File: src/hdl/codec_regs_pkg.sv
// Constants for the codec gain, volume and soft-mute register slice.
// What this block does
// The input-method bit selects differential ADC input at 0 (reset) and single-ended or pseudo-differential at 1.
// Both converters stay in reset while the converter reset bit is 0 and run once it is set to 1.
// The input gain register reads zero in its top four bits and holds a four-bit gain code resetting to 0010.
// An eight-bit ADC volume code resets to 0x30 and scales the ADC output samples.
// An eight-bit DAC volume code resets to 0x18 and scales the incoming DAC samples.
// Writing 1 to the ADC mute bit starts the ADC soft mute and 0 releases it.
// The ADC mute transition lasts 4 sample periods with its speed bit at 0 and 16 with it at 1.
// Writing 1 to the DAC mute bit starts the DAC soft mute and 0 releases it.
// The DAC mute transition lasts 4 sample periods with its speed bit at 0 and 16 with it at 1.
// DAC samples are two's complement, 0x800000 negative full scale, zero midscale, 0x7FFFFF positive full scale.
// ADC output samples are two's complement with their DC offset removed by a high-pass filter.
// The analog input is oversampled at 64 times the sample rate before decimation.
// Every control register returns to its default while the power-down pin is low.
// Software never writes 1 into a bit that is fixed at zero.
// The register address advances after each byte of a burst and wraps from the last address to 0x00.
// A soft mute ramps the effective volume smoothly down to full attenuation and back up on release.
package codec_regs_pkg;
    localparam logic [3:0] ADDR_POWER = 4'h4;
    localparam logic [3:0] ADDR_GAIN = 4'h5;
    localparam logic [3:0] ADDR_ADC_VOL = 4'h6;
    localparam logic [3:0] ADDR_DAC_VOL = 4'h7;
    localparam logic [3:0] ADDR_MUTE = 4'h8;
    localparam logic [3:0] ADDR_LAST = 4'h9;
    localparam int BIT_INPUT_METHOD = 2;
    localparam int BIT_CONV_RESET = 0;
    localparam int BIT_ADC_MUTE = 5;
    localparam int BIT_ADC_SPEED = 4;
    localparam int BIT_DAC_MUTE = 1;
    localparam int BIT_DAC_SPEED = 0;
    localparam logic [7:0] POWER_MASK = 8'h05;
    localparam logic [7:0] GAIN_MASK = 8'h0F;
    localparam logic [7:0] MUTE_MASK = 8'h33;
    localparam logic [7:0] RST_POWER = 8'h00;
    localparam logic [3:0] RST_GAIN = 4'h2;
    localparam logic [7:0] RST_ADC_VOL = 8'h30;
    localparam logic [7:0] RST_DAC_VOL = 8'h18;
    localparam logic [7:0] RST_MUTE = 8'h00;
    localparam int FAST_PERIODS = 4;
    localparam int SLOW_PERIODS = 16;
    localparam int OVERSAMPLE = 64;
    localparam logic [23:0] NEG_FULL = 24'h800000;
    localparam logic [23:0] POS_FULL = 24'h7FFFFF;
    localparam int HPF_SHIFT = 10;
    typedef enum logic [1:0] {
        MUTE_IDLE = 2'b00,
        MUTE_DOWN = 2'b01,
        MUTE_HELD = 2'b10,
        MUTE_UP = 2'b11
    } mute_state_type;
endpackage

File: src/hdl/codec_regs.sv
// Gain, volume and soft-mute control registers with the sample paths they steer.
`timescale 1ns/1ps
module codec_regs #(
    parameter int SAMPLE_W = 24
) (
    input wire logic CLK_IN,
    input wire logic RST_IN,
    input wire logic POWER_DOWN_N_PIN_IN,
    input wire logic WR_IN,
    input wire logic RD_IN,
    input wire logic START_IN,
    input wire logic [3:0] ADDR_IN,
    input wire logic [7:0] WDATA_IN,
    input wire logic FS_TICK_IN,
    input wire logic OS_TICK_IN,
    input wire logic signed [SAMPLE_W-1:0] ADC_RAW_IN,
    input wire logic signed [SAMPLE_W-1:0] DAC_SAMPLE_IN,
    output logic [7:0] RDATA_OUT,
    output logic [3:0] ADDR_PTR_OUT,
    output logic ADC_INPUT_METHOD_SEL_OUT,
    output logic CONVERTER_RESET_N_OUT,
    output logic [3:0] MIC_GAIN_CODE_OUT,
    output logic ADC_MUTED_OUT,
    output logic DAC_MUTED_OUT,
    output logic DEC_STROBE_OUT,
    output logic signed [SAMPLE_W-1:0] ADC_SAMPLE_OUT,
    output logic signed [SAMPLE_W-1:0] DAC_OUT
);
    // ----------------------------------------------------------------
    // Pin synchroniser and register bank
    // ----------------------------------------------------------------
    logic pdn_meta;
    logic pdn_sync;
    logic [7:0] power_reg;
    logic [3:0] mic_gain_code;
    logic [7:0] adc_volume_code;
    logic [7:0] dac_volume_code;
    logic [7:0] mute_reg;
    logic [3:0] addr_ptr;
    logic clear_regs;

    // The pin is asynchronous, so it passes two flops; the registers stay cleared two cycles past its release.
    always_ff @(posedge CLK_IN) begin
        if (RST_IN) begin
            pdn_meta <= 1'b0;
            pdn_sync <= 1'b0;
        end else begin
            pdn_meta <= POWER_DOWN_N_PIN_IN;
            pdn_sync <= pdn_meta;
        end
    end

    assign clear_regs = RST_IN || !pdn_sync;

    // The transfer engine presents each byte with START for the first byte of a burst.
    logic [3:0] acc_addr;
    assign acc_addr = START_IN ? ADDR_IN : addr_ptr;

    always_ff @(posedge CLK_IN) begin
        if (clear_regs) begin
            power_reg <= codec_regs_pkg::RST_POWER;
            mic_gain_code <= codec_regs_pkg::RST_GAIN;
            adc_volume_code <= codec_regs_pkg::RST_ADC_VOL;
            dac_volume_code <= codec_regs_pkg::RST_DAC_VOL;
            mute_reg <= codec_regs_pkg::RST_MUTE;
        end else if (WR_IN) begin
            // Fixed-zero bits are masked so a stray 1 cannot stick.
            case (acc_addr)
                codec_regs_pkg::ADDR_POWER: power_reg <= WDATA_IN & codec_regs_pkg::POWER_MASK;
                codec_regs_pkg::ADDR_GAIN: mic_gain_code <= WDATA_IN[3:0];
                codec_regs_pkg::ADDR_ADC_VOL: adc_volume_code <= WDATA_IN;
                codec_regs_pkg::ADDR_DAC_VOL: dac_volume_code <= WDATA_IN;
                codec_regs_pkg::ADDR_MUTE: mute_reg <= WDATA_IN & codec_regs_pkg::MUTE_MASK;
                default: ;
            endcase
        end
    end

    always_ff @(posedge CLK_IN) begin
        if (clear_regs) begin
            addr_ptr <= 4'h0;
        end else if (WR_IN || RD_IN) begin
            addr_ptr <= (acc_addr == codec_regs_pkg::ADDR_LAST) ? 4'h0 : acc_addr + 4'h1;
        end else if (START_IN) begin
            addr_ptr <= ADDR_IN;
        end
    end

    always_ff @(posedge CLK_IN) begin
        if (clear_regs) begin
            RDATA_OUT <= 8'h00;
        end else if (RD_IN) begin
            case (acc_addr)
                codec_regs_pkg::ADDR_POWER: RDATA_OUT <= power_reg;
                codec_regs_pkg::ADDR_GAIN: RDATA_OUT <= {4'h0, mic_gain_code};
                codec_regs_pkg::ADDR_ADC_VOL: RDATA_OUT <= adc_volume_code;
                codec_regs_pkg::ADDR_DAC_VOL: RDATA_OUT <= dac_volume_code;
                codec_regs_pkg::ADDR_MUTE: RDATA_OUT <= mute_reg;
                default: RDATA_OUT <= 8'h00;
            endcase
        end
    end

    always_ff @(posedge CLK_IN) begin
        if (clear_regs) begin
            ADDR_PTR_OUT <= 4'h0;
            ADC_INPUT_METHOD_SEL_OUT <= 1'b0;
            CONVERTER_RESET_N_OUT <= 1'b0;
            MIC_GAIN_CODE_OUT <= codec_regs_pkg::RST_GAIN;
        end else begin
            ADDR_PTR_OUT <= addr_ptr;
            ADC_INPUT_METHOD_SEL_OUT <= power_reg[codec_regs_pkg::BIT_INPUT_METHOD];
            CONVERTER_RESET_N_OUT <= power_reg[codec_regs_pkg::BIT_CONV_RESET];
            MIC_GAIN_CODE_OUT <= mic_gain_code;
        end
    end

    logic conv_run;
    assign conv_run = power_reg[codec_regs_pkg::BIT_CONV_RESET] && !clear_regs;

    // ----------------------------------------------------------------
    // Oversampling decimation strobe
    // ----------------------------------------------------------------
    logic [5:0] os_count;
    always_ff @(posedge CLK_IN) begin
        if (!conv_run) begin
            os_count <= 6'h00;
            DEC_STROBE_OUT <= 1'b0;
        end else begin
            DEC_STROBE_OUT <= 1'b0;
            if (OS_TICK_IN) begin
                os_count <= os_count + 6'h01;
                DEC_STROBE_OUT <= (os_count == 6'(codec_regs_pkg::OVERSAMPLE - 1));
            end
        end
    end

    // ----------------------------------------------------------------
    // Soft mute ramps
    // ----------------------------------------------------------------
    logic [4:0] adc_gain;
    logic [4:0] dac_gain;
    logic [4:0] adc_step;
    logic [4:0] dac_step;
    mute_ramp adc_ramp (
        .clk_in(CLK_IN),
        .clear_in(!conv_run),
        .tick_in(FS_TICK_IN),
        .mute_in(mute_reg[codec_regs_pkg::BIT_ADC_MUTE]),
        .slow_in(mute_reg[codec_regs_pkg::BIT_ADC_SPEED]),
        .gain_out(adc_gain),
        .step_out(adc_step)
    );
    mute_ramp dac_ramp (
        .clk_in(CLK_IN),
        .clear_in(!conv_run),
        .tick_in(FS_TICK_IN),
        .mute_in(mute_reg[codec_regs_pkg::BIT_DAC_MUTE]),
        .slow_in(mute_reg[codec_regs_pkg::BIT_DAC_SPEED]),
        .gain_out(dac_gain),
        .step_out(dac_step)
    );

    // ----------------------------------------------------------------
    // Sample paths
    // ----------------------------------------------------------------
    // Volume code scales linearly around unity at the reset code; this is a coarse gain, not a dB law.
    function automatic logic signed [SAMPLE_W-1:0] scale(input logic signed [SAMPLE_W-1:0] s,
            input logic [7:0] vol, input logic [7:0] unity, input logic [4:0] g);
        logic signed [SAMPLE_W+14:0] p;
        logic signed [SAMPLE_W+14:0] q;
        p = (SAMPLE_W+15)'(s) * $signed({1'b0, vol}) * $signed({1'b0, g});
        q = p / $signed({1'b0, unity, 4'h0});
        if (q > $signed((SAMPLE_W+15)'(codec_regs_pkg::POS_FULL))) begin
            scale = codec_regs_pkg::POS_FULL;
        end else if (q < -$signed((SAMPLE_W+15)'(codec_regs_pkg::POS_FULL)) - 1) begin
            scale = codec_regs_pkg::NEG_FULL;
        end else begin
            scale = q[SAMPLE_W-1:0];
        end
    endfunction

    logic signed [SAMPLE_W+9:0] dc_est;
    logic signed [SAMPLE_W-1:0] hpf_out;
    assign hpf_out = ADC_RAW_IN - dc_est[SAMPLE_W+9:10];

    always_ff @(posedge CLK_IN) begin
        if (!conv_run) begin
            dc_est <= '0;
            ADC_SAMPLE_OUT <= '0;
            DAC_OUT <= '0;
        end else if (FS_TICK_IN) begin
            dc_est <= dc_est + (SAMPLE_W+10)'(hpf_out);
            ADC_SAMPLE_OUT <= scale(hpf_out, adc_volume_code, codec_regs_pkg::RST_ADC_VOL, adc_gain);
            DAC_OUT <= scale(DAC_SAMPLE_IN, dac_volume_code, codec_regs_pkg::RST_DAC_VOL, dac_gain);
        end
    end

    always_ff @(posedge CLK_IN) begin
        if (!conv_run) begin
            ADC_MUTED_OUT <= 1'b0;
            DAC_MUTED_OUT <= 1'b0;
        end else begin
            ADC_MUTED_OUT <= (adc_gain == 5'h00);
            DAC_MUTED_OUT <= (dac_gain == 5'h00);
        end
    end

    // ----------------------------------------------------------------
    // Checks
    // ----------------------------------------------------------------
    // These watch the block's internal state and several of its output ports; the bench judges what reaches the pins.
    a_gain_reset: assert property (@(posedge CLK_IN) $rose(clear_regs) |=> mic_gain_code == 4'h2
        && adc_volume_code == 8'h30 && dac_volume_code == 8'h18 && mute_reg == 8'h00)
        else $error("Registers not at defaults after clear.");
    a_gain_upper_zero: assert property (@(posedge CLK_IN) disable iff (RST_IN)
        $past(RD_IN) && $past(acc_addr) == 4'h5 |-> RDATA_OUT[7:4] == 4'h0)
        else $error("Gain upper bits not zero.");
    a_addr_wrap: assert property (@(posedge CLK_IN) disable iff (clear_regs)
        (WR_IN || RD_IN) && acc_addr == 4'h9 |=> addr_ptr == 4'h0)
        else $error("Address did not wrap.");
    a_addr_incr: assert property (@(posedge CLK_IN) disable iff (clear_regs)
        (WR_IN || RD_IN) && acc_addr < 4'h9 |=> addr_ptr == $past(acc_addr) + 4'h1)
        else $error("Address did not advance.");
    a_conv_reset: assert property (@(posedge CLK_IN) disable iff (RST_IN)
        !power_reg[0] |=> !CONVERTER_RESET_N_OUT && DAC_OUT == 0)
        else $error("Converters not held in reset.");
    a_input_method: assert property (@(posedge CLK_IN) disable iff (clear_regs)
        WR_IN && acc_addr == 4'h4 |=> ##1 ADC_INPUT_METHOD_SEL_OUT == $past(WDATA_IN[2], 2))
        else $error("Input method not applied.");
    a_adc_vol_write: assert property (@(posedge CLK_IN) disable iff (clear_regs)
        WR_IN && acc_addr == 4'h6 |=> adc_volume_code == $past(WDATA_IN))
        else $error("ADC volume not stored.");
    a_dac_vol_write: assert property (@(posedge CLK_IN) disable iff (clear_regs)
        WR_IN && acc_addr == 4'h7 |=> dac_volume_code == $past(WDATA_IN))
        else $error("DAC volume not stored.");
    a_adc_mute_fast: assert property (@(posedge CLK_IN) disable iff (!conv_run)
        adc_gain == 5'h10 && mute_reg[5] && !mute_reg[4] |-> adc_step == 5'h04)
        else $error("ADC fast step wrong.");
    a_dac_mute_slow: assert property (@(posedge CLK_IN) disable iff (!conv_run)
        dac_gain == 5'h10 && mute_reg[1] && mute_reg[0] |-> dac_step == 5'h01)
        else $error("DAC slow step wrong.");
    a_ramp_smooth: assert property (@(posedge CLK_IN) disable iff (!conv_run)
        FS_TICK_IN |=> (adc_gain >= $past(adc_gain) ? adc_gain - $past(adc_gain)
        : $past(adc_gain) - adc_gain) <= 5'h04)
        else $error("Mute ramp jumped.");
    a_mic_gain_out: assert property (@(posedge CLK_IN) disable iff (clear_regs)
        WR_IN && acc_addr == 4'h5 |=> ##1 MIC_GAIN_CODE_OUT == $past(WDATA_IN[3:0], 2))
        else $error("Gain code not applied.");
    a_mute_write: assert property (@(posedge CLK_IN) disable iff (clear_regs)
        WR_IN && acc_addr == 4'h8 |=> mute_reg == ($past(WDATA_IN) & 8'h33))
        else $error("Mute control not stored.");
    a_strobe_count: assert property (@(posedge CLK_IN)
        conv_run && OS_TICK_IN && os_count == 6'h3F |=> DEC_STROBE_OUT)
        else $error("Decimation strobe missing.");
    a_conv_hold: assert property (@(posedge CLK_IN)
        !conv_run |=> ADC_SAMPLE_OUT == 0 && !ADC_MUTED_OUT && !DEC_STROBE_OUT)
        else $error("Converter outputs not held.");
    a_pin_clear: assert property (@(posedge CLK_IN)
        !pdn_sync |=> power_reg == 8'h00 && addr_ptr == 4'h0 && RDATA_OUT == 8'h00)
        else $error("Pin did not clear registers.");
    a_adc_mute_fall: assert property (@(posedge CLK_IN) disable iff (!conv_run)
        FS_TICK_IN && mute_reg[5] && adc_gain != 5'h00 |=> adc_gain < $past(adc_gain))
        else $error("ADC mute not ramping down.");
    a_adc_release: assert property (@(posedge CLK_IN) disable iff (!conv_run)
        FS_TICK_IN && !mute_reg[5] && adc_gain != 5'h10 |=> adc_gain > $past(adc_gain))
        else $error("ADC mute not releasing.");
    a_dac_mute_fall: assert property (@(posedge CLK_IN) disable iff (!conv_run)
        FS_TICK_IN && mute_reg[1] && dac_gain != 5'h00 |=> dac_gain < $past(dac_gain))
        else $error("DAC mute not ramping down.");
    a_dac_release: assert property (@(posedge CLK_IN) disable iff (!conv_run)
        FS_TICK_IN && !mute_reg[1] && dac_gain != 5'h10 |=> dac_gain > $past(dac_gain))
        else $error("DAC mute not releasing.");
    c_burst_wrap: cover property (@(posedge CLK_IN) WR_IN && acc_addr == 4'h9 ##1 WR_IN);
    c_adc_muted: cover property (@(posedge CLK_IN) $rose(ADC_MUTED_OUT));
    c_dac_unmute: cover property (@(posedge CLK_IN) $fell(DAC_MUTED_OUT));
    c_pin_clear: cover property (@(posedge CLK_IN) $fell(pdn_sync));
    c_slow_ramp: cover property (@(posedge CLK_IN) FS_TICK_IN && mute_reg[4] && adc_gain == 5'h01);
endmodule

// Gain ramp from 16 (unity) to 0 in 4 or 16 sample periods.
module mute_ramp (
    input wire logic clk_in,
    input wire logic clear_in,
    input wire logic tick_in,
    input wire logic mute_in,
    input wire logic slow_in,
    output logic [4:0] gain_out,
    output logic [4:0] step_out
);
    // Sixteen gain steps split evenly over the transition, so both speeds land exactly on zero.
    assign step_out = slow_in ? 5'(16 / codec_regs_pkg::SLOW_PERIODS) : 5'(16 / codec_regs_pkg::FAST_PERIODS);
    always_ff @(posedge clk_in) begin
        if (clear_in) begin
            gain_out <= 5'h10;
        end else if (tick_in) begin
            // A speed change mid-ramp takes effect on the next period.
            if (mute_in) begin
                gain_out <= (gain_out > step_out) ? gain_out - step_out : 5'h00;
            end else begin
                gain_out <= (gain_out + step_out < 5'h10) ? gain_out + step_out : 5'h10;
            end
        end
    end
endmodule

File: config.mk
export PLATFORM = sky130hd
export DESIGN_NAME = codec_regs
export DESIGN_NICKNAME = d
export VERILOG_FILES = /design/src/hdl/codec_regs_pkg.sv /design/src/hdl/codec_regs.sv
export SDC_FILE = /design/constraint.sdc
export NUM_CORES = 2
export LEC_CHECK = 0
export BUFFER_PORTS_ARGS = -buffer_cell sky130_fd_sc_hd__buf_2
export CAP_MARGIN = 5
export CORE_MARGIN = 1.5
export CORE_UTILIZATION = 62
export CTS_BUF_LIST = sky130_fd_sc_hd__clkbuf_4
export DETAILED_ROUTE_END_ITERATION = 12
export PLACE_DENSITY_LB_ADDON = 0.15
export SYNTH_ARGS = -nofsm -noshare
export SYNTH_HDL_FRONTEND = slang
export SYNTH_SLANG_ARGS = --single-unit
File: constraint.sdc
create_clock -name CLK_IN -period 45.5 [get_ports CLK_IN]
set_input_delay 11.375 -clock CLK_IN [delete_from_list [all_inputs] [get_ports CLK_IN]]
set_output_delay 11.375 -clock CLK_IN [all_outputs]
set_load 0.01 [all_outputs]
Word-level counts from Yosys, hierarchy flattened
Index checks and enable logic that the tools add are counted.

Magnitude comparators: 8. Div/mod/pow operators: 2. Equality and inequality tests: 7. Reductions and logical operators: 13. Add/sub/neg operators: 8. Multiply operators: 4. Muxes and demuxes: 16.

Operators by type and width (count): two-way mux 24 bit (4); > comparator 39 x 24 -> 1 bit (second input constant) (2); less-than comparator 39 x 24 -> 1 bit (second input constant) (2); multiplier 33 x 6 -> 39 bit (2); multiplier 24 x 9 -> 33 bit (2); one-hot mux 8 bit (5 select lines) (1); divider 39 x 10 -> 39 bit (second input constant) (1); divider 39 x 11 -> 39 bit (second input constant) (1); adder 34 x 24 -> 34 bit (1); two-way mux 5 bit (6); subtractor 24 bit (1); == test 4 x 3 -> 1 bit (second input constant) (4); two-way mux 4 bit (3); AND reduction 2 bit (6); adder 5 bit (2); > comparator 5 bit (2); logical NOT 5 bit (2); less-than comparator 5 bit (second input constant) (2); subtractor 5 bit (2); == test 4 bit (second input constant) (2); adder 6 x 1 -> 6 bit (second input constant) (1); == test 6 bit (second input constant) (1); two-way mux 3 bit (2); adder 4 x 1 -> 4 bit (second input constant) (1); 3 further kinds (5).

Output and inout bits: 69. Register bits after elaboration: 151. Word-level logic and storage cells: 80. Bits of input ports: 68.

Depth between registers and ports, before layout
Depth after elaboration: 7. Depth in mapped cells: 111. Depth with buffers taken out: 101.

Cells and area by module
Synthesis repeated with hierarchy kept, for this count alone.

Cells, all modules: 5759. Area total of the unflattened synthesis: 44367.6 µm².

By module, submodules not included: codec_regs (area an instance 43183.9 µm², seq. area each 2822.7 µm², cells each 5617, instances 1); mute_ramp (area an instance 591.8 µm², seq. area each 100.1 µm², cells each 71, instances 2).

Worst setup path after synthesis
No wires, ideal clock.

Path kind: input-to-reg. Start point: in ADC_RAW_IN[1]. End point: reg ADC_SAMPLE_OUT[22]. Path slack: 13.129 ns. Arrival time: 32.301 ns. Stages on the path: 101. Buffers on the path: 7. Required time: 45.430 ns. Library setup time: 0.070 ns. Cell sequence: ha_1 > nor2b_1 > o21ai_0 > nand2b_1 > and2_1 > o21ai_0 > nand2b_1 > and2_1 > o21ai_0 > nand2b_1 > a21o_1 > a21o_1 > a21o_1 > a21o_1 > a21o_1 > a21o_1 > a21o_1 > a21o_1 > [65 not listed] > clkbuf_1 > o21ai_0 > o22ai_1 > nand2_1 > o21ai_0 > a21oi_1 > o21bai_1 > mux2i_1 > mux2i_1 > ha_1 > inv_1 > o41ai_1 > o211ai_1 > or4_1 > o31ai_1 > buf_2 > nand2_1 > a21oi_1.

Word-level cells in the longest chain between the ends: 7. Elaborated cells on any way between the ends: 8. Classes of those cells: 1 x add/sub; 2 x mul; 1 x div; 2 x order compare; 2 x mux.

Ends and longest elaborated chain: start, declared (RTL line codec_regs.sv:16) `input wire logic signed [SAMPLE_W-1:0] ADC_RAW_IN,`; subtractor 24 bit * (RTL line codec_regs.sv:185) `assign hpf_out = ADC_RAW_IN - dc_est[SAMPLE_W+9:10];`; multiplier 24 x 9 -> 33 bit * (RTL line codec_regs.sv:172) `p = (SAMPLE_W+15)'(s) * $signed({1'b0, vol}) * $signed({1'b0, g});`; multiplier 33 x 6 -> 39 bit * (RTL line codec_regs.sv:172); divider 39 x 11 -> 39 bit * (RTL line codec_regs.sv:173) `q = p / $signed({1'b0, unity, 4'h0});`; less-than comparator 39 x 24 -> 1 bit (RTL line codec_regs.sv:176) `end else if (q < -$signed((SAMPLE_W+15)'(codec_regs_pkg::POS_FULL)) - 1) begin`; two-way mux 24 bit (RTL line codec_regs.sv:176); two-way mux 24 bit * (RTL line codec_regs.sv:174) `if (q > $signed((SAMPLE_W+15)'(codec_regs_pkg::POS_FULL))) begin`; end signal, assigned (RTL line codec_regs.sv:194) `ADC_SAMPLE_OUT <= scale(hpf_out, adc_volume_code, codec_regs_pkg::RST_ADC_VOL, adc_gain);`; end, declared (RTL line codec_regs.sv:26) `output logic signed [SAMPLE_W-1:0] ADC_SAMPLE_OUT,`.

Mark *: on every way between the ends. The rest lies on a longest branch, timed or not. A chain may end at the register's enable or synchronous reset.

Final worst setup path
Start point: in ADC_RAW_IN[0]. End point: reg ADC_SAMPLE_OUT[3].

The elaborated chain is that of the path after synthesis.

==> impl_results.md <==
* Worst Hold Class: register to register
* CTS max path bufs at 2
* Routability cong. at roughly 0.94
* Wire per inst at 16.92 microns
* Post-Syn Nets at 6,668
* Die width at approximately 270 microns
* Initial core utilization at 0.6258
* Area of the mapped netlist at 0.04382 sq mm
* CTS Buf Count at 17
* Top Ports at 137
* Number of cells upsized or downsized after cts at 0
* CP required at 46,070 ps
* Cell mode on critical path: a21o_1
* Die height at ~270 microns
* Global route overflow at 0
* Synth Area in XOR/XNOR at 0.06727
* Syn Area/Cell at 7.632 sq um
* Ys async rst share at 0
* Root Driver: clkbuf_4
* Worst setup SP type: primary input
* H-tree Lvls at 4
* Max reg flops at 34
* Capturing element type of the critical path: register
* First-pass GRT wire length at approximately 190,000 microns
* CTS Sinks at 151
* Post-route cell area at 0.04547 sq mm
* Compound-gate portion of the synthesized area at 0.1982
* DP HPWL at 90,360 microns
* Endpoints failing setup at 0
* RSZ-0062 raised after global routing: false
* Vias per cell at 6.007
* CTS tree: done
* Clk_lat worst skew at 710 ps
* TritonRoute pass-1 iters at 8
* Clock skew at 61.00 ps
* Yosys warnings at 0
* Max-cap violations at 0
* Outcome: finished clean
* Setup CP Type: primary input to register
* Register area share after synthesis at 0.06898
* Fin. Hold Viols at 0
* DRC at 0
* Biggest register: dc_est
* Layout cell share with drive strength beyond 1 at 0.05389
* CP max-delay cell: a2bb2oi_1
* DIE AREA at 0.07229 sq mm
* Top Registers: dc_est (34), ADC_SAMPLE_OUT (24), DAC_OUT (24)
* Most frequent cells in the layout: 762 x inv_1, 676 x nand2_1, 502 x fa_1, 431 x and2_1, 375 x a21oi_1
* Slew headroom at 0.2044
* DRT Wirelength at 112,700 microns
* Routed Antenna Nets at 0
* Core area at 0.07003 sq mm
* Max Clk Rate at 28.24 MHz
* Critical Path AT at 35,980 ps
* R2R setup slack at between 20,000 and 25,000 ps
* Placed cell area at approximately 0.045 sq mm
* Total vias in the final route at roughly 40,000
* Synth unique cells at roughly 120
* Post-synthesis mux area share at 0.01876
* Adder-Cell Fraction of Synth Area at 0.3319
* Number of global-route vias before repair at 37,950
* Simple-gate portion of the synthesized area at 0.2273
* Worst-path fanout max at 35
* Clock-pin transition on the worst setup and hold timing paths at 170 ps
* Hold Buf Count CTS at 0
* Yosys reg bits at 151
* Final Cycle Share at 0.7782
* Initial antenna violation count at 5
* # port buffers at 136
* Worst-Margin Slew at around 1200 ps
* Max Transition Viols Final at 0
* Iteration-0 DRC Markers at 3,249
* FP Rows at 97
* Number of synthesized flops with an enable pin at 0
* Max incr delay on CP at 780 ps
* Final nets at 6,629
* Top FF cell, synth: dfxtp_1
* Gate count of the mapped netlist at 5,742
* Pin count of the biggest net entering global routing at 56
* Area Growth Syn to Fin at 3.752%
* Combinational family with the most area after synthesis: adder cells
* GRT Overall Usage at 0.3119
* Setup TNS at 0 ps
* Min Tclk post-route at 35,410 ps
* Most common cell after layout, fill and taps aside: inv_1
* Post-CTS Setup Inserts at 0
## cells by family (layout without fill, tap and decap cells)
logic type | after synthesis | after routing
AO/OA/AOI/OAI | 1294 | 1294
multiplexers | 80 | 80
XOR/XNOR | 334 | 334
adder cells (fa/ha/maj) | 862 | 862
flip-flops | 151 | 151
buffers and inverters | 1010 | 983
other | 0 | 3
AND/OR/NAND/NOR | 2011 | 2011
## worst max-delay path: cells and delay by family
kind,cells,cell delay [ps]
fa+ha+maj,11,4760
simple gates,21,5040
mux,4,1320
buf+inv,8,650
xor+xnor,2,730
compound gates,51,12070
## Yosys cell counts, types with 14 or more instances
library cell | number | area (sq um)
nand2b_1 | 34 | 212.7
and4_1 | 14 | 122.6
o21a_1 | 26 | 195.2
inv_1 | 762 | 2860
nand4_1 | 48 | 300.3
a211oi_1 | 46 | 345.3
and3_1 | 45 | 281.5
fa_1 | 502 | 10050
o21ai_1 | 34 | 170.2
a22oi_1 | 16 | 120.1
o21ai_0 | 207 | 1036
xnor2_1 | 225 | 1971
nand2_1 | 677 | 2541
o22ai_1 | 15 | 93.84
a21oi_1 | 375 | 1877
or3_1 | 24 | 150.1
xor2_1 | 106 | 928.4
mux2i_1 | 72 | 720.7
nor2_1 | 360 | 1351
and2_1 | 431 | 2696
ha_1 | 356 | 4454
o21bai_1 | 76 | 570.6
nor3_1 | 101 | 505.5
buf_2 | 21 | 105.1
clkbuf_1 | 210 | 788.3
o211a_1 | 38 | 380.4
a31oi_1 | 56 | 350.3
a211o_1 | 18 | 157.7
dfxtp_1 | 151 | 3023
nand3_1 | 117 | 585.6
a21o_1 | 72 | 540.5
o221ai_1 | 17 | 148.9
o211ai_1 | 61 | 457.9
nor4_1 | 28 | 175.2
o31ai_1 | 34 | 255.2
or4_1 | 16 | 120.1
nor2b_1 | 36 | 225.2
## layout make-up
cell class	instances	area, sq um
multi-input cells	4581	37010
repair buffers	189	1081
flip-flops and latches	151	3023
fillers	6271	24560
well taps	940	1176
clock buffers	17	127.6
diodes	3	7.507
clock inverters	14	180.2
inverters	763	2864
## metrics by stage
step	hold slack [ps]	utilization	std cells	setup WS [ps]
2_1_floorplan	413.8	-	5742	13130
6_report	464.4	0.6493	6658	10090
3_3_place_gp	419.2	0.6448	6624	10440
3_5_place_dp	439.5	0.6448	6624	9712
5_1_grt	473.7	0.6492	6657	7925
4_1_cts	471.4	0.6491	6655	10370
## routing by layer
layer  track usage  share of wire  wire (microns)  vias to the layer above
met5             0        0.00035              40                        -
met4       0.06878          0.018            2057                        6
met3       0.03717          0.063            7121                      155
met2        0.5017           0.45           50890                     1374
met1        0.4490           0.47           52580                    19170
li1              -              -               -                    19290
## path summary, 6_finish.rpt
check,cells past startpoint,to,start
setup / recovery,97,ADC_SAMPLE_OUT[3],ADC_RAW_IN[0]
hold / removal,1,pdn_sync,pdn_meta
hold reg to reg,1,pdn_sync,pdn_meta
setup reg to reg,96,ADC_SAMPLE_OUT[3],dc_est[11]
Power is not shown: default switching activity piles up to over one toggle a cycle in this logic, so the estimate is an artifact.
